## src/gpio_port_pkg.sv

```systemverilog
// Purpose: Shared constants for the eight-pin I/O port with pin interrupts
// Assumes: Byte-wide register port, one register per address
// Notes:   Offsets, field positions, drive modes and reset values
package gpio_port_pkg;

    localparam int unsigned ADDR_W = 8;
    localparam int unsigned DATA_W = 8;

    typedef logic [ADDR_W-1:0] addr_t;
    typedef logic [DATA_W-1:0] data_t;

    // Port-wide views, one bit per pin; OFS_PORT_CFG and OFS_REGULATED hold a single bit
    localparam addr_t OFS_DATA_OUT  = 8'h00;
    localparam addr_t OFS_PIN_STATE = 8'h01;
    localparam addr_t OFS_DM0       = 8'h02;
    localparam addr_t OFS_DM1       = 8'h03;
    localparam addr_t OFS_DM2       = 8'h04;
    localparam addr_t OFS_SLEW      = 8'h05;
    localparam addr_t OFS_IBUF_DIS  = 8'h06;
    localparam addr_t OFS_BIDIR_EN  = 8'h07;
    localparam addr_t OFS_IRQ_MODE0 = 8'h08;
    localparam addr_t OFS_IRQ_MODE1 = 8'h09;
    localparam addr_t OFS_IRQ_STAT  = 8'h0a;
    localparam addr_t OFS_IRQ_EN    = 8'h0b;
    localparam addr_t OFS_IRQ_CLR   = 8'h0c;
    localparam addr_t OFS_PORT_CFG  = 8'h0d;
    localparam addr_t OFS_REGULATED = 8'h0e;
    // Per-pin views at base + pin index
    localparam addr_t OFS_OE_SEL    = 8'h10;
    localparam addr_t OFS_PIN_VIEW  = 8'h20;

    // Pin-view field positions
    localparam int unsigned PV_DOUT = 0;
    localparam int unsigned PV_PIN  = 1;
    localparam int unsigned PV_DM   = 2;
    localparam int unsigned PV_BIDI = 5;
    localparam int unsigned PV_SLW  = 6;
    localparam int unsigned PV_IBD  = 7;

    // Port configuration field positions
    localparam int unsigned CFG_LVTTL = 0;

    // Drive modes held in dm2_q, dm1_q, dm0_q per pin
    localparam logic [2:0] DM_HIZ_ANALOG = 3'h0;
    localparam logic [2:0] DM_HIZ_DIGITAL = 3'h1;
    localparam logic [2:0] DM_RES_UP     = 3'h2;
    localparam logic [2:0] DM_RES_DOWN   = 3'h3;
    localparam logic [2:0] DM_OD_LOW     = 3'h4;
    localparam logic [2:0] DM_OD_HIGH    = 3'h5;
    localparam logic [2:0] DM_STRONG     = 3'h6;
    localparam logic [2:0] DM_RES_BOTH   = 3'h7;

    // Interrupt modes
    localparam logic [1:0] IM_NONE    = 2'h0;
    localparam logic [1:0] IM_RISING  = 2'h1;
    localparam logic [1:0] IM_FALLING = 2'h2;
    localparam logic [1:0] IM_BOTH    = 2'h3;

    localparam data_t RST_ZERO = 8'h00;
    localparam logic [2:0] RST_DM = DM_HIZ_ANALOG;

endpackage

```

## src/gpio_pin_drive.sv

```systemverilog
// Purpose: Per-pin pad control from drive mode, data and output enable
// Assumes: Pad cell takes separate strong and resistive controls
// Notes:   Outputs are combinational; top registers them
`timescale 1ns/100ps
`default_nettype none
module gpio_pin_drive
    import gpio_port_pkg::*;
(
    input  wire logic [2:0] dm_i,
    input  wire logic       dout_i,
    input  wire logic       bidir_i,
    input  wire logic       aux_oe_i,
    input  wire logic       slow_i,
    input  wire logic       regulated_i,
    output logic            out_o,
    output logic            oe_n_o,
    output logic            pull_up_o,
    output logic            pull_dn_o,
    output logic            slow_o
);
    logic       active;
    logic [2:0] dm;

    always_comb begin
        active = !bidir_i || aux_oe_i;
        dm     = active ? dm_i : DM_HIZ_DIGITAL;
        out_o     = dout_i;
        oe_n_o    = 1'b1;
        pull_up_o = 1'b0;
        pull_dn_o = 1'b0;
        slow_o    = 1'b0;
        case (dm)
            DM_STRONG: begin
                oe_n_o = 1'b0;
                slow_o = slow_i;
            end
            DM_OD_LOW: begin
                oe_n_o = dout_i;
                slow_o = slow_i;
            end
            DM_OD_HIGH: begin
                oe_n_o = !dout_i;
                slow_o = slow_i;
            end
            DM_RES_UP: begin
                oe_n_o    = dout_i;
                pull_up_o = dout_i && !regulated_i;
            end
            DM_RES_DOWN: begin
                oe_n_o    = !dout_i;
                pull_dn_o = !dout_i && !regulated_i;
            end
            DM_RES_BOTH: begin
                pull_up_o = dout_i && !regulated_i;
                pull_dn_o = !dout_i && !regulated_i;
            end
            default: begin
                oe_n_o = 1'b1;
            end
        endcase
    end
endmodule
`default_nettype wire

```

## src/gpio_port.sv

```systemverilog
// Purpose: Eight-pin I/O port with drive modes and edge interrupts
// Assumes: Pin inputs synchronous to SYS_CLK_I; single-cycle register strobes
// Notes:   All outputs registered; status clears on read or clear write
//
// The register addresses and strobed register access were left to the implementer.
`timescale 1ns/100ps
`default_nettype none
module gpio_port
    import gpio_port_pkg::*;
#(
    parameter int unsigned PINS   = 8,
    parameter int unsigned AUX_OE = 16
) (
    input  wire logic                      SYS_CLK_I,
    input  wire logic                      SYS_RST_I,
    input  wire gpio_port_pkg::addr_t      ADDR_I,
    input  wire gpio_port_pkg::data_t      WDATA_I,
    input  wire logic                      WR_I,
    input  wire logic                      RD_I,
    output gpio_port_pkg::data_t           RDATA_O,
    input  wire logic [PINS-1:0]           PIN_I,
    input  wire logic [AUX_OE-1:0]         AUX_OE_I,
    output logic [PINS-1:0]                PIN_O,
    output logic [PINS-1:0]                PIN_OE_N_O,
    output logic [PINS-1:0]                PULL_UP_O,
    output logic [PINS-1:0]                PULL_DN_O,
    output logic [PINS-1:0]                SLOW_O,
    output logic [PINS-1:0]                IBUF_DIS_O,
    output logic                           LVTTL_O,
    output logic                           IRQ_O
);
    import gpio_port_pkg::*;

    localparam int unsigned SEL_W = $clog2(AUX_OE);

    initial begin
        if (PINS != DATA_W) $error("PINS must equal the register width");
        if (AUX_OE < 2 || AUX_OE > 16) $error("AUX_OE must be 2..16");
    end

    function automatic logic hit(input addr_t a, input addr_t base);
        hit = (a == base);
    endfunction

    function automatic logic in_page(input addr_t a, input addr_t base);
        in_page = (a >= base) && (a < base + addr_t'(PINS));
    endfunction

    ////////////////////////////////////////////////////////////////////////
    // Configuration state shared by port and pin views

    logic [PINS-1:0]  dout_q;
    logic [PINS-1:0]  dm0_q, dm1_q, dm2_q;
    logic [PINS-1:0]  slew_q;
    logic [PINS-1:0]  ibd_q;
    logic [PINS-1:0]  bidi_q;
    logic [PINS-1:0]  im0_q, im1_q;
    logic [PINS-1:0]  ien_q;
    logic [PINS-1:0]  stat_q;
    logic             lvttl_q;
    logic             regulated_q;
    logic [SEL_W-1:0] oe_sel_q [PINS];
    logic [PINS-1:0]  pin_q;
    logic [2:0]       pidx;
    logic             pv_wr;

    assign pidx  = ADDR_I[2:0];
    assign pv_wr = WR_I && in_page(ADDR_I, OFS_PIN_VIEW);

    always_ff @(posedge SYS_CLK_I) begin
        if (SYS_RST_I) begin
            dout_q <= RST_ZERO;
            dm0_q  <= {PINS{RST_DM[0]}};
            dm1_q  <= {PINS{RST_DM[1]}};
            dm2_q  <= {PINS{RST_DM[2]}};
            slew_q <= RST_ZERO;
            ibd_q  <= RST_ZERO;
            bidi_q <= RST_ZERO;
        end else if (pv_wr) begin
            dout_q[pidx] <= WDATA_I[PV_DOUT];
            dm0_q[pidx]  <= WDATA_I[PV_DM];
            dm1_q[pidx]  <= WDATA_I[PV_DM+1];
            dm2_q[pidx]  <= WDATA_I[PV_DM+2];
            bidi_q[pidx] <= WDATA_I[PV_BIDI];
            slew_q[pidx] <= WDATA_I[PV_SLW];
            ibd_q[pidx]  <= WDATA_I[PV_IBD];
        end else if (WR_I) begin
            if (hit(ADDR_I, OFS_DATA_OUT)) dout_q <= WDATA_I;
            if (hit(ADDR_I, OFS_DM0)) dm0_q <= WDATA_I;
            if (hit(ADDR_I, OFS_DM1)) dm1_q <= WDATA_I;
            if (hit(ADDR_I, OFS_DM2)) dm2_q <= WDATA_I;
            if (hit(ADDR_I, OFS_SLEW)) slew_q <= WDATA_I;
            if (hit(ADDR_I, OFS_IBUF_DIS)) ibd_q <= WDATA_I;
            if (hit(ADDR_I, OFS_BIDIR_EN)) bidi_q <= WDATA_I;
        end
    end

    // Interrupt and port-level settings
    always_ff @(posedge SYS_CLK_I) begin
        if (SYS_RST_I) begin
            im0_q     <= RST_ZERO;
            im1_q     <= RST_ZERO;
            ien_q     <= RST_ZERO;
            lvttl_q   <= 1'b0;
            regulated_q <= 1'b0;
        end else if (WR_I) begin
            if (hit(ADDR_I, OFS_IRQ_MODE0)) im0_q <= WDATA_I;
            if (hit(ADDR_I, OFS_IRQ_MODE1)) im1_q <= WDATA_I;
            if (hit(ADDR_I, OFS_IRQ_EN)) ien_q <= WDATA_I;
            if (hit(ADDR_I, OFS_PORT_CFG)) lvttl_q <= WDATA_I[CFG_LVTTL];
            if (hit(ADDR_I, OFS_REGULATED)) regulated_q <= WDATA_I[0];
        end
    end

    always_ff @(posedge SYS_CLK_I) begin
        if (SYS_RST_I) begin
            for (int i = 0; i < PINS; i++) begin
                oe_sel_q[i] <= '0;
            end
        end else if (WR_I && in_page(ADDR_I, OFS_OE_SEL)) begin
            oe_sel_q[pidx] <= WDATA_I[SEL_W-1:0];
        end
    end

    ////////////////////////////////////////////////////////////////////////
    // Edge detection and status

    logic [PINS-1:0] pin_in;
    logic [PINS-1:0] rise, fall, evt;
    logic            stat_rd, stat_clr;

    assign pin_in   = PIN_I & ~ibd_q;
    assign rise     = pin_in & ~pin_q;
    assign fall     = ~pin_in & pin_q;
    assign stat_rd  = RD_I && hit(ADDR_I, OFS_IRQ_STAT);
    assign stat_clr = WR_I && hit(ADDR_I, OFS_IRQ_CLR);

    always_ff @(posedge SYS_CLK_I) begin
        if (SYS_RST_I) begin
            pin_q <= RST_ZERO;
        end else begin
            pin_q <= pin_in;
        end
    end

    always_comb begin
        for (int i = 0; i < PINS; i++) begin
            case ({im1_q[i], im0_q[i]})
                IM_RISING:  evt[i] = rise[i];
                IM_FALLING: evt[i] = fall[i];
                IM_BOTH:    evt[i] = rise[i] | fall[i];
                default:    evt[i] = 1'b0;
            endcase
        end
    end

    always_ff @(posedge SYS_CLK_I) begin
        if (SYS_RST_I) begin
            stat_q <= RST_ZERO;
        end else if (stat_rd) begin
            stat_q <= evt;
        end else if (stat_clr) begin
            stat_q <= (stat_q & ~WDATA_I) | evt;
        end else begin
            stat_q <= stat_q | evt;
        end
    end

    always_ff @(posedge SYS_CLK_I) begin
        if (SYS_RST_I) begin
            IRQ_O <= 1'b0;
        end else begin
            IRQ_O <= |(((stat_rd ? RST_ZERO : stat_q) | evt) & ien_q);
        end
    end

    ////////////////////////////////////////////////////////////////////////
    // Read data

    always_ff @(posedge SYS_CLK_I) begin
        if (SYS_RST_I) begin
            RDATA_O <= RST_ZERO;
        end else if (!RD_I) begin
            RDATA_O <= RST_ZERO;
        end else if (in_page(ADDR_I, OFS_PIN_VIEW)) begin
            RDATA_O <= {ibd_q[pidx], slew_q[pidx], bidi_q[pidx], dm2_q[pidx],
                        dm1_q[pidx], dm0_q[pidx], pin_in[pidx], dout_q[pidx]};
        end else if (in_page(ADDR_I, OFS_OE_SEL)) begin
            RDATA_O <= DATA_W'(oe_sel_q[pidx]);
        end else begin
            case (ADDR_I)
                OFS_DATA_OUT:  RDATA_O <= dout_q;
                OFS_PIN_STATE: RDATA_O <= pin_in;
                OFS_DM0:       RDATA_O <= dm0_q;
                OFS_DM1:       RDATA_O <= dm1_q;
                OFS_DM2:       RDATA_O <= dm2_q;
                OFS_SLEW:      RDATA_O <= slew_q;
                OFS_IBUF_DIS:  RDATA_O <= ibd_q;
                OFS_BIDIR_EN:  RDATA_O <= bidi_q;
                OFS_IRQ_MODE0: RDATA_O <= im0_q;
                OFS_IRQ_MODE1: RDATA_O <= im1_q;
                OFS_IRQ_STAT:  RDATA_O <= stat_q;
                OFS_IRQ_EN:    RDATA_O <= ien_q;
                OFS_PORT_CFG:  RDATA_O <= DATA_W'(lvttl_q);
                OFS_REGULATED: RDATA_O <= DATA_W'(regulated_q);
                default:       RDATA_O <= RST_ZERO;
            endcase
        end
    end

    ////////////////////////////////////////////////////////////////////////
    // Pad drive, one instance per pin

    logic [PINS-1:0] p_out, p_oen, p_pu, p_pd, p_slow;

    for (genvar g = 0; g < PINS; g++) begin : g_pin
        gpio_pin_drive u_drv (
            .dm_i      ({dm2_q[g], dm1_q[g], dm0_q[g]}),
            .dout_i    (dout_q[g]),
            .bidir_i   (bidi_q[g]),
            .aux_oe_i  (AUX_OE_I[oe_sel_q[g]]),
            .slow_i    (slew_q[g]),
            .regulated_i (regulated_q),
            .out_o     (p_out[g]),
            .oe_n_o    (p_oen[g]),
            .pull_up_o (p_pu[g]),
            .pull_dn_o (p_pd[g]),
            .slow_o    (p_slow[g])
        );
    end

    always_ff @(posedge SYS_CLK_I) begin
        if (SYS_RST_I) begin
            PIN_O      <= RST_ZERO;
            PIN_OE_N_O <= {PINS{1'b1}};
            PULL_UP_O  <= RST_ZERO;
            PULL_DN_O  <= RST_ZERO;
            SLOW_O     <= RST_ZERO;
            IBUF_DIS_O <= RST_ZERO;
            LVTTL_O    <= 1'b0;
        end else begin
            PIN_O      <= p_out;
            PIN_OE_N_O <= p_oen;
            PULL_UP_O  <= p_pu;
            PULL_DN_O  <= p_pd;
            SLOW_O     <= p_slow;
            IBUF_DIS_O <= ibd_q;
            LVTTL_O    <= lvttl_q;
        end
    end

endmodule
`default_nettype wire

```

## config.mk

```make
export PLATFORM = sky130hd
export DESIGN_NAME = gpio_port
export DESIGN_NICKNAME = d
export VERILOG_FILES = /design/src/gpio_port_pkg.sv /design/src/gpio_pin_drive.sv /design/src/gpio_port.sv
export SDC_FILE = /design/constraint.sdc
export NUM_CORES = 1
export LEC_CHECK = 0
export ABC_AREA = 0
export BUFFER_PORTS_ARGS = -buffer_cell sky130_fd_sc_hd__buf_4
export CORE_MARGIN = 3
export CORE_UTILIZATION = 50
export DETAILED_ROUTE_END_ITERATION = 16
export PLACE_DENSITY = 0.72
export SETUP_SLACK_MARGIN = 0.2
export SLEW_MARGIN = 25
export SYNTH_ARGS = -nofsm -noshare
export SYNTH_HDL_FRONTEND = slang
export SYNTH_HIERARCHICAL = 1
export SYNTH_SLANG_ARGS = --single-unit
```

## constraint.sdc

```tcl
create_clock -name SYS_CLK_I -period 2.3 [get_ports SYS_CLK_I]
set_clock_uncertainty 0.2 [all_clocks]
set_input_delay 0.115 -clock SYS_CLK_I [delete_from_list [all_inputs] [get_ports SYS_CLK_I]]
set_output_delay 0.115 -clock SYS_CLK_I [all_outputs]
set_load 0.03 [all_outputs]
```

# --- After elaboration in Yosys (flattened, before gate mapping) ---
# Memory sizes are Yosys's and may differ from the RTL's.
# Cells that the tools add are included.
totals:
  output_inout_bits: 58
  mem_bits_ro: 0
  memories: 1
  latchBits: 0
  mem_bits_rw: 32
  register_bits: 156
mem_list:
  columns: ["name", "words", "width", "read_ports", "rd_clocked_by_memory_dff", "wr", "line_no", "rtl"]
  rows:
  - ["oe_sel_q", 8, 4, 9, 0, 8, "gpio_port.sv:62", "logic [SEL_W-1:0] oe_sel_q [PINS];"]
classes:
  eq_ne: 86
  div_mod_pow: 0
  n_addsub: 0
  magnitude_cmp: 14
  shift: 0
  n_bitwise: 45
  n_reduce_logical: 136
  n_mux: 100
  n_mul: 0
op_table:
  columns: ["operator", "n"]
  rows:
  - ["2-to-1 mux 8 bit", 26]
  - ["OR reduction 2 bit", 57]
  - ["one-hot mux 8 bit (14 select lines)", 1]
  - ["equality test 3 bit (second input constant)", 32]
  - ["bitwise mux 8 bit", 7]
  - ["equality test 8 x 4 -> 1 bit (second input constant)", 7]
  - ["equality test 3 x 2 -> 1 bit (second input constant)", 16]
  - ["one-hot mux 1 bit (3 select lines)", 16]
  - ["bitwise AND 8 bit", 5]
  - ["< comparator 4 x 5 -> 1 bit (second input constant)", 8]
  - ["binary-select mux 1 bit (select 4 bit)", 8]
  - ["equality test 2 bit (second input constant)", 16]
  - ["equality test 8 x 3 -> 1 bit (second input constant)", 4]
  - ["NOT 8 bit", 4]
  - ["2-to-1 mux 3 bit", 9]
  - ["NOT 1 bit", 25]
  - ["binary-select mux 1 bit (select 3 bit)", 8]
  - ["bitwise OR 8 bit", 3]
  - ["AND reduction 2 bit", 12]
  - ["OR reduction 3 bit", 8]
  - ["logical AND 1 bit", 23]
  - ["2-to-1 mux 1 bit", 23]
  - ["zero test 1 bit", 17]
  - ["equality test 2 x 1 -> 1 bit (second input constant)", 8]
  - ["16 further kinds", 38]

# --- Logic depth before layout (Yosys ltp) ---
# Gate-level depths: netlist of run 1.
logic_depth:
  depth_word: 9
  mapped_depth: 8
  ltp_nobuf: 8

# --- By module ---
# Netlist of run 1, hierarchy kept.
modules_own_cells:
  columns: ["module", "instances", "seq_area_each_um2", "cells_per_inst", "area_per_inst_um2"]
  rows:
  - ["gpio_port", 1, 4083.9, 1087, 10203.5]
  - ["gpio_pin_drive", 8, 0.0, 13, 91.3]

# --- Least setup slack after synthesis of run 1 ---
# No wires, ideal clock.
synth_path:
  path_type: "register to register"
  start: "memory oe_sel_q[4][0] in the netlist's numbering"
  end: "register PULL_DN_O[4]"
  stages_incl_launch_ff: 7
  synth_period_minus_slack_ns: 2.280
  t_arrival_ns: 1.952
  t_required_ns: 1.972
  setup_ns: 0.128
  setup_slack_ns: 0.020
  cell_sequence: "edfxtp_1 -> clkbuf_1 -> mux4_2 -> mux4_2 -> nor2b_1 -> nor4b_1 -> nor2b_1"
synth_lines:
  columns: ["element", "line_no", "rtl"]
  rows:
  - ["from (decl)", "gpio_port.sv:62", null]
  - ["to (signal assigned)", "gpio_port.sv:245", "PULL_DN_O <= p_pd;"]
  - ["to (decl)", "gpio_port.sv:26", "output logic [PINS-1:0] PULL_DN_O,"]

==> metrics.md, run 1 <==
| Metric | Value |
|---|---|
| Number of global-route vias before repair | `10009` |
| Max-cap violations | `0` |
| Worst-path clk slew | `0.08 ns` |
| Detailed-router iteration count before antenna repair | `6` |
| Post-Syn Area | `10900 µm²` |
| Part of the Yosys area used for sequential elements | `37.3%` |
| Global route total overflow | `0` |
| Maximum VDD drop | `460 µV` |
| Asr flop ratio synth | `0%` |
| Top cell family by delay on the critical path | `multiplexers` |
| Post-DP HPWL | `29.4 mm` |
| Die span in y | `154 µm` |
| Most frequent cell on the critical path | `mux4_2` |
| Bufs on Longest Clock Path | `2` |
| CTS Buf Count | `17` |
| EDFF count, synth | `32` |
| CP Cell Sequence | `mux4_2 > mux4_2 > nor2b_4 > nor4b_1 > nor2b_1` |
| CP arrival | `2.48 ns` |
| Maximum clock rate | `424 MHz` |
| Clk_lat worst skew | `0.45 ns` |
| Worst-margin pin slew | `0.843 ns` |
| Ys Warns | `6` |
| Final hold slack | `0.00901 ns` |
| Number of remaining DRC errors | `0` |
| Post-route setup TNS | `-0.477 ns` |
| Most flop-heavy register | `oe_sel_q` |
| Worst path buffer plus inverter count | `0` |
| Initial antenna violation count | `1` |
| Ratio of cells with drive above 1 in the final layout | `27.2%` |
| Syn_nets | `1251` |
| First-pass GRT wire length | `61.2 mm` |
| Placed cells | `1573` |
| Vias per cell | `6.55` |
| CTS Root Cell | `clkbuf_16` |
| Total Power | `7.49 mW` |
| Post-synth cell types | `69` |
| Final setup vio count | `14` |
| Area Growth Syn to Fin | `22.9%` |
| Pwr per Cell Area | `558 nW/µm²` |
| Ports | `102` |
| Final non-filler cell total | `1633` |
| Critical Path Slowest Stage Cell | `mux4_2` |
| Avg WL per Cell | `24.9 µm` |
| DR iter-0 viols | `1566` |
| Syn Inst Count | `1191` |
| Max FFs per register | `32` |
| Max Slew Vio Count | `0` |
| Fin. Hold Viols | `0` |
| Rows | `53` |
| Worst min-delay path class | `in -> reg` |
| Top FF cell, synth | `dfxtp_1` |
| Startpoint Class | `flip-flop` |
| Die area | `23700 µm²` |
| CP max stage delay | `0.58 ns` |
| Routed WL | `40.7 mm` |
| Core area | `21300 µm²` |
| CP max FO | `5` |
| Worst Path Required | `2.42 ns` |
| FILL cells | `1789` |
| WS Path Type | `reg -> reg` |
| Lkg Pwr | `4.95 nW` |
| Routability congestion estimate | `0.996` |
| Tcrit/Tclk final | `103%` |
| Die extent in x | `154 µm` |
| Setup ws final | `-0.0578 ns` |
| Flops & latches, synth | `188` |
| I/O Buffers | `101` |
| Total number of vias | `10690` |
| Syn Area/Cell | `9.18 µm²` |
| RSZ-0062 raised after global routing | `true` |
| Critical path capture point type | `flip-flop` |
| H-tree depth | `4` |
| Failing checks | `negative setup slack` |
| Total GRT Usage | `33.7%` |
| CTS tree | `yes` |
| Initial core utilization | `51.4%` |
| Status | `complete, but fails checks` |
| Slew margin rel. | `43.6%` |
| Final min period | `2.36 ns` |
| Largest net degree at the start of global routing | `86` |
| Number of routed nets with antenna violations | `0` |
| NumNets Final | `1404` |
| Clock Sinks | `188` |
worst register-to-register path, stage by stage (launching register included):
cell and delay (ns):
edfxtp_1 0.50, mux4_2 0.54, mux4_2 0.58, nor2b_4 0.20
nor4b_1 0.07, nor2b_1 0.14
Yosys cell counts (13+ instances only):
| library cell | number | share of area (%) |
|---|---|---|
| nor2b_1 | 67 | 3.8 |
| nor4b_1 | 17 | 1.4 |
| nand3_1 | 25 | 1.1 |
| edfxtp_1 | 32 | 8.8 |
| a21oi_1 | 153 | 7.0 |
| mux2i_1 | 21 | 1.9 |
| mux4_2 | 64 | 13 |
| a31oi_1 | 15 | 0.86 |
| inv_1 | 19 | 0.65 |
| nor2_1 | 118 | 4.1 |
| buf_2 | 27 | 1.2 |
| nand2b_1 | 21 | 1.2 |
| clkbuf_1 | 44 | 1.5 |
| nand3b_1 | 13 | 0.89 |
| nor3_1 | 55 | 2.5 |
| o21ai_0 | 19 | 0.87 |
| dfxtp_1 | 156 | 29 |
| a22oi_1 | 14 | 0.96 |
| nand2_1 | 115 | 3.9 |
| ha_1 | 16 | 1.8 |
metal layers:
layer / routed length [µm] / vias up / track usage, % / share of wire, %
met5: 0 / - / 0 / 0
met4: 2260 / 0 / 15.6 / 5.6
met3: 5000 / 156 / 6.98 / 12
met2: 17900 / 844 / 52.0 / 44
met1: 15500 / 5041 / 45.9 / 38
li1: - / 4649 / - / -
power breakdown:
group	total [mW]	internal, mW	switching [mW]
Combinational	0.977	0.428	0.549
Sequential	3.47	3.40	0.0774
Clock	3.04	1.47	1.57
Total	7.49	5.29	2.20
kinds of logic (layout without fill, tap and decap cells):
group / Yosys count / after routing / synth area share, %
compound gates: 277 / 277 / 15.7
xor+xnor: 16 / 16 / 1.28
fa+ha+maj: 16 / 16 / 1.83
buf+inv: 106 / 272 / 4.33
flops: 188 / 188 / 37.3
mux: 90 / 90 / 15.6
other cells: 0 / 1 / 0
simple gates: 498 / 498 / 23.8
stage by stage:
stage	worst slack [ns]	area (µm²)	utilization [%]
final	-0.0578	13400	63.1
after global routing	-0.137	13400	63.1
after CTS	-0.0443	13400	62.8
after detailed placement	-0.0767	12400	58.4
after global placement	-0.0181	12400	58.4
after floorplan	0.206	11000	-
what timing repair did:
| item | 4_1_cts | 5_1_grt |
|---|---|---|
| endpoints found under the setup margin | 33 | 33 |
| hold endpoints to repair | 50 | 0 |
| cloned | 0 | 0 |
| pin swaps | 13 | 10 |
| hold buffers | 18 | 0 |
| setup buffers | 7 | 2 |
| gates resized for setup | 27 | 17 |
cell type report:
cell class | count | area [µm²] | area share (%)
clock buffer | 17 | 425 | 3.17
multi-input combinational | 897 | 6530 | 48.6
timing repair buffer | 220 | 1800 | 13.4
inverter | 20 | 75.1 | 0.559
antenna | 1 | 2.50 | 0.0186
clock inverter | 15 | 168 | 1.25
tap | 275 | 344 | 2.56
sequential | 188 | 4090 | 30.4
worst paths after layout:
check	from	to	slack (ns)	depth (start not counted)
setup / recovery	oe_sel_q[7][0]	PULL_DN_O[7]	-0.06	5
hold / removal	SYS_RST_I	ien_q[4]	0.009	3
setup reg to reg	oe_sel_q[7][0]	PULL_DN_O[7]	-0.06	5
hold reg to reg	im1_q[1]	im1_q[1]	0.28	2
placed cells by master (no fill, tap or decap), types with 8 or more instances in the layout:
master,Yosys,final
buf_4,9,190
dfxtp_1,156,155
a21oi_1,153,153
nor2_1,118,118
nand2_1,115,115
mux4_2,64,64
nor2b_1,67,58
nor3_1,55,55
edfxtp_1,32,32
nand3_1,25,25
mux2i_1,21,21
inv_1,19,19
dlygate4sd3_1,0,18
nor4b_1,17,17
clkbuf_16,0,17
ha_1,16,16
nand2b_1,21,15
a31oi_1,15,15
o21ai_0,19,14
a22oi_1,14,14
nand3b_1,13,13
a21o_1,11,11
and3_1,11,11
or3_1,10,10
a21boi_2,8,10
o21ai_1,4,9
a22o_1,8,8
nor2b_4,0,8
xor2_1,8,8
xnor2_1,8,8
(Power assumes the default switching activity.)
==> inputs of run 2 (changes only) <==
Settings changed: CELL_PAD_IN_SITES_DETAIL_PLACEMENT set to 1, CELL_PAD_IN_SITES_GLOBAL_PLACEMENT set to 2, CORE_UTILIZATION 50 to 35, CTS_BUF_LIST set to sky130_fd_sc_hd__clkbuf_4 sky130_fd_sc_hd__clkbuf_8, PLACE_DENSITY 0.72 to not set, PLACE_DENSITY_LB_ADDON set to 0.1.
==> run 2 against run 1 <==
Against the previous run: the run still ends with negative setup slack left; setup slack got worse by 0.016 ns; highest routed layer unchanged; worst hold slack better by 0.087 ns; largest cell class unchanged; register-to-register slack lost 0.02 ns; final area up 1.3%; cell count increased by 8.9%; utilization shrank 19 points; via count fell by 0.84%; sequential share of layout area fell by 0.36 points; first-iteration DRC count shrank 40%; critical path depth is the same; clock power is 21% lower.
==> metrics.md, run 2 (synthesis results as in run 1) <==
| Metric | Value |
|---|---|
| Startpoint Class | `flip-flop (unchanged)` |
| CTS tree | `yes (unchanged)` |
| Critical path capture point type | `flip-flop (unchanged)` |
| Lkg Pwr | `5.00 nW (was 4.95 nW)` |
| Routability congestion estimate | `0.922 (was 0.996)` |
| CTS Buf Count | `17 (unchanged)` |
| Worst hold path startpoint | `ADDR_I[6] (was SYS_RST_I)` |
| Worst min-delay path class | `in -> reg (unchanged)` |
| Worst-path clk slew | `0.12 ns (was 0.08 ns)` |
| I/O Buffers | `101 (unchanged)` |
| Total GRT Usage | `28.9% (was 33.7%)` |
| Register-to-register setup slack | `-0.07 ns (was -0.06 ns)` |
| Worst reg2reg path startpoint | `oe_sel_q[0][0] (was oe_sel_q[7][0])` |
| Most flop-heavy register | `oe_sel_q (unchanged)` |
| Die area | `33400 µm² (was 23700 µm²)` |
| Hold path depth | `7 (was 3)` |
| First-pass GRT wire length | `71.0 mm (was 61.2 mm)` |
| Most frequent cells in the layout | `buf_4 (214), dfxtp_1 (153), a21oi_1 (152) (was buf_4 (190), dfxtp_1 (155), a21oi_1 (153))` |
| Sequential Power Share | `50.4% (was 46.4%)` |
| Die extent in x | `183 µm (was 154 µm)` |
| CP arrival | `2.57 ns (was 2.48 ns)` |
| Number of routed nets with antenna violations | `0 (unchanged)` |
| Placed cell area | `12800 µm² (was 12400 µm²)` |
| Final min period | `2.37 ns (was 2.36 ns)` |
| Clk_lat worst skew | `0.52 ns (was 0.45 ns)` |
| Top cell family by delay on the critical path | `multiplexers (unchanged)` |
| CTS Root Cell | `clkbuf_8 (was clkbuf_16)` |
| FILL cells | `3535 (was 1789)` |
| WS Path Type | `reg -> reg (unchanged)` |
| Total number of vias | `10600 (was 10690)` |
| Reg2Reg Depth | `5 (unchanged)` |
| Post-route setup TNS | `-0.611 ns (was -0.477 ns)` |
| Number of remaining DRC errors | `0 (unchanged)` |
| FF-to-FF End | `SLOW_O[0] (was PULL_DN_O[7])` |
| Maximum VDD drop | `365 µV (was 460 µV)` |
| Clock Sinks | `188 (unchanged)` |
| NumNets Final | `1428 (was 1404)` |
| Rows | `64 (was 53)` |
| Initial antenna violation count | `1 (unchanged)` |
| Pwr per Cell Area | `507 nW/µm² (was 558 nW/µm²)` |
| P_sw | `2.14 mW (was 2.20 mW)` |
| Vias per cell | `5.96 (was 6.55)` |
| RSZ-0062 raised after global routing | `true (unchanged)` |
| Hold endpoint | `slew_q[6] (was ien_q[4])` |
| DR iter-0 viols | `941 (was 1566)` |
| Fin. Hold Viols | `0 (unchanged)` |
| Number of global-route vias before repair | `10467 (was 10009)` |
| Critical Path Slowest Stage Cell | `mux4_2 (unchanged)` |
| Ports | `102 (unchanged)` |
| Most frequent cell on the critical path | `mux4_2 (unchanged)` |
| Initial core utilization | `35.7% (was 51.4%)` |
| Routed WL | `48.8 mm (was 40.7 mm)` |
| Sw Ratio | `31.1% (was 29.4%)` |
| Worst path buffer plus inverter count | `0 (unchanged)` |
| Worst-margin pin slew | `0.867 ns (was 0.843 ns)` |
| Commonest non-fill, non-tap cell in the layout | `buf_4 (unchanged)` |
| Max Slew Vio Count | `0 (unchanged)` |
| Max FFs per register | `32 (unchanged)` |
| Largest net degree at the start of global routing | `83 (was 86)` |
| Failing checks | `negative setup slack (unchanged)` |
| Status | `complete, but fails checks (unchanged)` |
| Final setup vio count | `17 (was 14)` |
| Core area | `30700 µm² (was 21300 µm²)` |
| Bufs on Longest Clock Path | `2 (unchanged)` |
| Detailed-router iteration count before antenna repair | `5 (was 6)` |
| Maximum clock rate | `421 MHz (was 424 MHz)` |
| Setup ws final | `-0.0738 ns (was -0.0578 ns)` |
| Global route total overflow | `0 (unchanged)` |
| Post-route cell area | `13600 µm² (was 13400 µm²)` |
| Die span in y | `183 µm (was 154 µm)` |
| Post-DP HPWL | `36.0 mm (was 29.4 mm)` |
| CP max stage delay | `0.55 ns (was 0.58 ns)` |
| CP Depth | `5 (unchanged)` |
| Slew margin rel. | `42.2% (was 43.6%)` |
| Avg WL per Cell | `27.4 µm (was 24.9 µm)` |
| Gate power share | `15.0% (was 13.0%)` |
| Worst Path Required | `2.49 ns (was 2.42 ns)` |
| CP max FO | `5 (unchanged)` |
| Worst slack, placed | `-0.0959 ns (was -0.0767 ns)` |
| Tcrit/Tclk final | `103% (about the same)` |
| Area Growth Syn to Fin | `24.4% (was 22.9%)` |
| Int Pwr | `4.76 mW (was 5.29 mW)` |
| H-tree depth | `4 (unchanged)` |
| Ratio of cells with drive above 1 in the final layout | `29.0% (was 27.2%)` |
| Max-cap violations | `0 (unchanged)` |
| Clock network power share | `34.6% (was 40.6%)` |
| CP Cell Sequence | `mux4_2 > mux4_2 > nor2b_4 > a211oi_1 > nor2b_1 (was mux4_2 > mux4_2 > nor2b_4 > nor4b_1 > nor2b_1)` |
[run 2: final cells by class]
cell class | instances | area, µm² | area share (%)
well taps | 396 | 495 | 3.64
flip-flops and latches | 188 | 4090 | 30.0
diodes | 2 | 5.00 | 0.0368
clock buffers | 17 | 234 | 1.72
multi-input cells | 897 | 6570 | 48.3
repair buffers | 244 | 1970 | 14.5
clock inverters | 15 | 170 | 1.25
inverters | 20 | 77.6 | 0.570
[run 2: timing repair]
action | in CTS | in global routing
setup buffers | 5 | 1
hold buffers | 21 | 0
endpoints found under the setup margin | 33 | 36
hold endpoints to repair | 91 | 0
pin swaps | 14 | 13
cloned | 0 | 0
gates resized for setup | 30 | 24
[run 2: power by group through the flow]
| stage | Sequential [mW] | Clock [mW] | Combinational, mW |
|---|---|---|---|
| 2_1_floorplan | 3.52 | 0 | 0.554 |
| 3_3_place_gp | 3.55 | 0 | 0.943 |
| 3_5_place_dp | 3.55 | 0 | 0.952 |
| 4_1_cts | 3.48 | 2.44 | 1.00 |
| 5_1_grt | 3.49 | 2.55 | 1.09 |
| 6_report | 3.48 | 2.39 | 1.04 |
[run 2: worst min-delay path: cells and delay by family]
family / cells / cell delay, ns
compound gates: 2 / 0.19
buf+inv: 2 / 0.27
simple gates: 3 / 0.20
[run 2: metrics by stage]
stage	std cells	hold WS, ns	utilization (%)	total power [mW]
2_1_floorplan	1191	0.0555	-	4.08
3_3_place_gp	1718	0.210	41.6	4.49
3_5_place_dp	1718	0.215	41.6	4.51
4_1_cts	1776	0.0747	44.1	6.92
5_1_grt	1778	0.0989	44.4	7.13
6_report	1779	0.0957	44.4	6.90
[run 2: routing by layer]
metal  track usage [%]  part of all wire [%]  vias to the layer above
li1                  -                     -                     4703
met1              40.7                    43                     5244
met2              44.8                    45                      556
met3              4.40                   8.0                       97
met4              11.3                   3.4                        0
met5                 0                     0                        -
[run 2: worst max path at each step]
| stage | slack (ns) | from | to |
|---|---|---|---|
| 3_5_place_dp | -0.1 | oe_sel_q[6][0] | SLOW_O[6] |
| 5_1_grt | -0.15 | oe_sel_q[3][0] | PULL_DN_O[3] |
| 4_1_cts | -0.06 | oe_sel_q[3][0] | PULL_DN_O[3] |
| 6_report | -0.07 | oe_sel_q[0][0] | SLOW_O[0] |
| 3_3_place_gp | -0.05 | ADDR_I[3] | ibd_q[3] |
| 2_1_floorplan | 0.21 | oe_sel_q[4][0] | PULL_DN_O[4] |
==> inputs of run 3 (changes only) <==
Settings changed: CTS_CLUSTER_DIAMETER set to 40, SETUP_SLACK_MARGIN 0.2 to 0.4.
==> run 3 against run 2 <==
Against the previous run: the run still ends with negative setup slack left; sequential power hardly changed; register-to-register slack worse by 0.02 ns; non-clock buffer count is 28 higher; routed wire length is 0.48% higher; flip-flop and latch count stayed put; power is 3.1% higher; sequential share of layout area is 0.74 points lower; worst hold slack worse by 0.051 ns; first-iteration DRC count is 5.8% higher.
==> metrics.md, run 3 (synthesis results as in run 1) <==
| Metric | Value |
|---|---|
| Status | `complete, but fails checks (unchanged)` |
| Failing checks | `negative setup slack (unchanged)` |
| Worst slack, placed | `-0.140 ns (was -0.0959 ns)` |
| Rows | `64 (unchanged)` |
| Number of global-route vias before repair | `10668 (was 10467)` |
| Initial antenna violation count | `2 (was 1)` |
| CTS tree | `yes (unchanged)` |
| Critical path capture point type | `flip-flop (unchanged)` |
| Routed WL | `49.0 mm (was 48.8 mm)` |
| Worst Path Required | `2.48 ns (was 2.49 ns)` |
| Clock Sinks | `188 (unchanged)` |
| Routability congestion estimate | `0.931 (was 0.922)` |
| Post-DP HPWL | `36.4 mm (was 36.0 mm)` |
| Ratio of cells with drive above 1 in the final layout | `32.7% (was 29.0%)` |
| Largest net degree at the start of global routing | `111 (was 83)` |
| Post-route setup TNS | `-0.923 ns (was -0.611 ns)` |
| Fin. Hold Viols | `0 (unchanged)` |
| CP max FO | `5 (unchanged)` |
| # diodes | `0 (was 2)` |
| Commonest non-fill, non-tap cell in the layout | `buf_4 (unchanged)` |
| Startpoint Class | `flip-flop (unchanged)` |
| CTS Buf Count | `17 (unchanged)` |
| Avg WL per Cell | `27.2 µm (was 27.4 µm)` |
| H-tree depth | `4 (unchanged)` |
| Most flop-heavy register | `oe_sel_q (unchanged)` |
| Maximum VDD drop | `329 µV (was 365 µV)` |
| Max-cap violations | `0 (unchanged)` |
| Global route total overflow | `0 (unchanged)` |
| Total number of vias | `10648 (was 10600)` |
| Worst-path clk slew | `0.10 ns (was 0.12 ns)` |
| Final min period | `2.39 ns (was 2.37 ns)` |
| Clk_lat worst skew | `0.52 ns (about the same)` |
| Final setup vio count | `19 (was 17)` |
| Final hold slack | `0.0443 ns (was 0.0957 ns)` |
| Worst-margin pin slew | `0.793 ns (was 0.867 ns)` |
| RSZ-0062 raised after global routing | `true (unchanged)` |
| Maximum clock rate | `418 MHz (was 421 MHz)` |
| Die span in y | `183 µm (unchanged)` |
| Most frequent cells in the layout | `buf_4 (241), a21oi_1 (151), dfxtp_1 (142) (was buf_4 (214), dfxtp_1 (153), a21oi_1 (152))` |
| Max FFs per register | `32 (unchanged)` |
| Bufs on Longest Clock Path | `2 (unchanged)` |
| Die area | `33400 µm² (unchanged)` |
| Max Slew Vio Count | `0 (unchanged)` |
| Area Growth Syn to Fin | `28.0% (was 24.4%)` |
| Setup ws final | `-0.0924 ns (was -0.0738 ns)` |
| Core area | `30700 µm² (unchanged)` |
| Slew margin rel. | `46.8% (was 42.2%)` |
| Tcrit/Tclk final | `104% (was 103%)` |
| DR iter-0 viols | `996 (was 941)` |
| Lkg Pwr | `5.15 nW (was 5.00 nW)` |
| Reg2Reg Depth | `5 (unchanged)` |
| NumNets Final | `1456 (was 1428)` |
| WS Path Type | `reg -> reg (unchanged)` |
| Number of routed nets with antenna violations | `0 (unchanged)` |
| Hold path depth | `5 (was 7)` |
| CP arrival | `2.57 ns (about the same)` |
| Detailed-router iteration count before antenna repair | `5 (unchanged)` |
| Number of remaining DRC errors | `0 (unchanged)` |
| Worst min-delay path class | `in -> reg (unchanged)` |
| First-pass GRT wire length | `72.4 mm (was 71.0 mm)` |
| Initial core utilization | `35.7% (unchanged)` |
| Ports | `102 (unchanged)` |
| Die extent in x | `183 µm (unchanged)` |
| Total GRT Usage | `29.2% (was 28.9%)` |
| I/O Buffers | `101 (unchanged)` |
| CTS Root Cell | `clkbuf_8 (unchanged)` |
| Pwr per Cell Area | `509 nW/µm² (was 507 nW/µm²)` |
| Vias per cell | `5.90 (was 5.96)` |
## run 3: repair_timing
| item | in CTS | in global routing |
|---|---|---|
| endpoints found under the setup margin | 40 | 59 |
| gates cloned | 0 | 0 |
| pin swaps | 13 | 20 |
| buffers inserted | 6 | 9 |
| hold buffers | 22 | 0 |
| resized for setup | 51 | 44 |
| endpoints found under the hold margin | 61 | 0 |
## run 3: worst max-delay path: stages (launching register included)
cell and delay, ns:
edfxtp_1 0.51, mux4_2 0.53, mux4_2 0.54, nor2b_4 0.25, nor4b_1 0.09, nor2b_1 0.13
## run 3: cell type report
cell class	count	area [µm²]
clock buffers	18	248
clock inverters	14	201
fillers	3545	16700
inverters	20	82.6
multi-input cells	897	6700
flip-flops and latches	188	4100
well taps	396	495
repair buffers	272	2170
## run 3: power by group
group / switching [mW] / internal [mW]
Clock: 1.41 / 1.15
Sequential: 0.0784 / 3.40
Combinational: 0.607 / 0.474
Total: 2.10 / 5.02
## run 3: final timing paths
check | from | slack [ns] | endpoint
worst max-delay path | oe_sel_q[4][0] | -0.09 | PULL_UP_O[4]
worst min-delay path | WR_I | 0.04 | im0_q[1]
worst max register to register | oe_sel_q[4][0] | -0.09 | PULL_UP_O[4]
worst min register to register | im1_q[1] | 0.30 | im1_q[1]
## run 3: per-stage QoR
stage | utilization [%] | cell area [µm²] | std cells | power, mW
6_report | 45.6 | 14000 | 1805 | 7.12
4_1_cts | 45.0 | 13800 | 1796 | 7.12
3_5_place_dp | 42.0 | 12900 | 1736 | 4.52
2_1_floorplan | - | 11000 | 1191 | 4.08
3_3_place_gp | 42.0 | 12900 | 1736 | 4.50
5_1_grt | 45.6 | 14000 | 1805 | 7.37
## run 3: routing by layer
metal | GRT usage, % | share of wire, % | vias to the layer above
li1 | - | - | 4753
met1 | 41.4 | 44 | 5326
met2 | 44.2 | 45 | 486
met3 | 5.37 | 7.3 | 81
met4 | 11.5 | 3.8 | 2
met5 | 0 | 0.022 | -
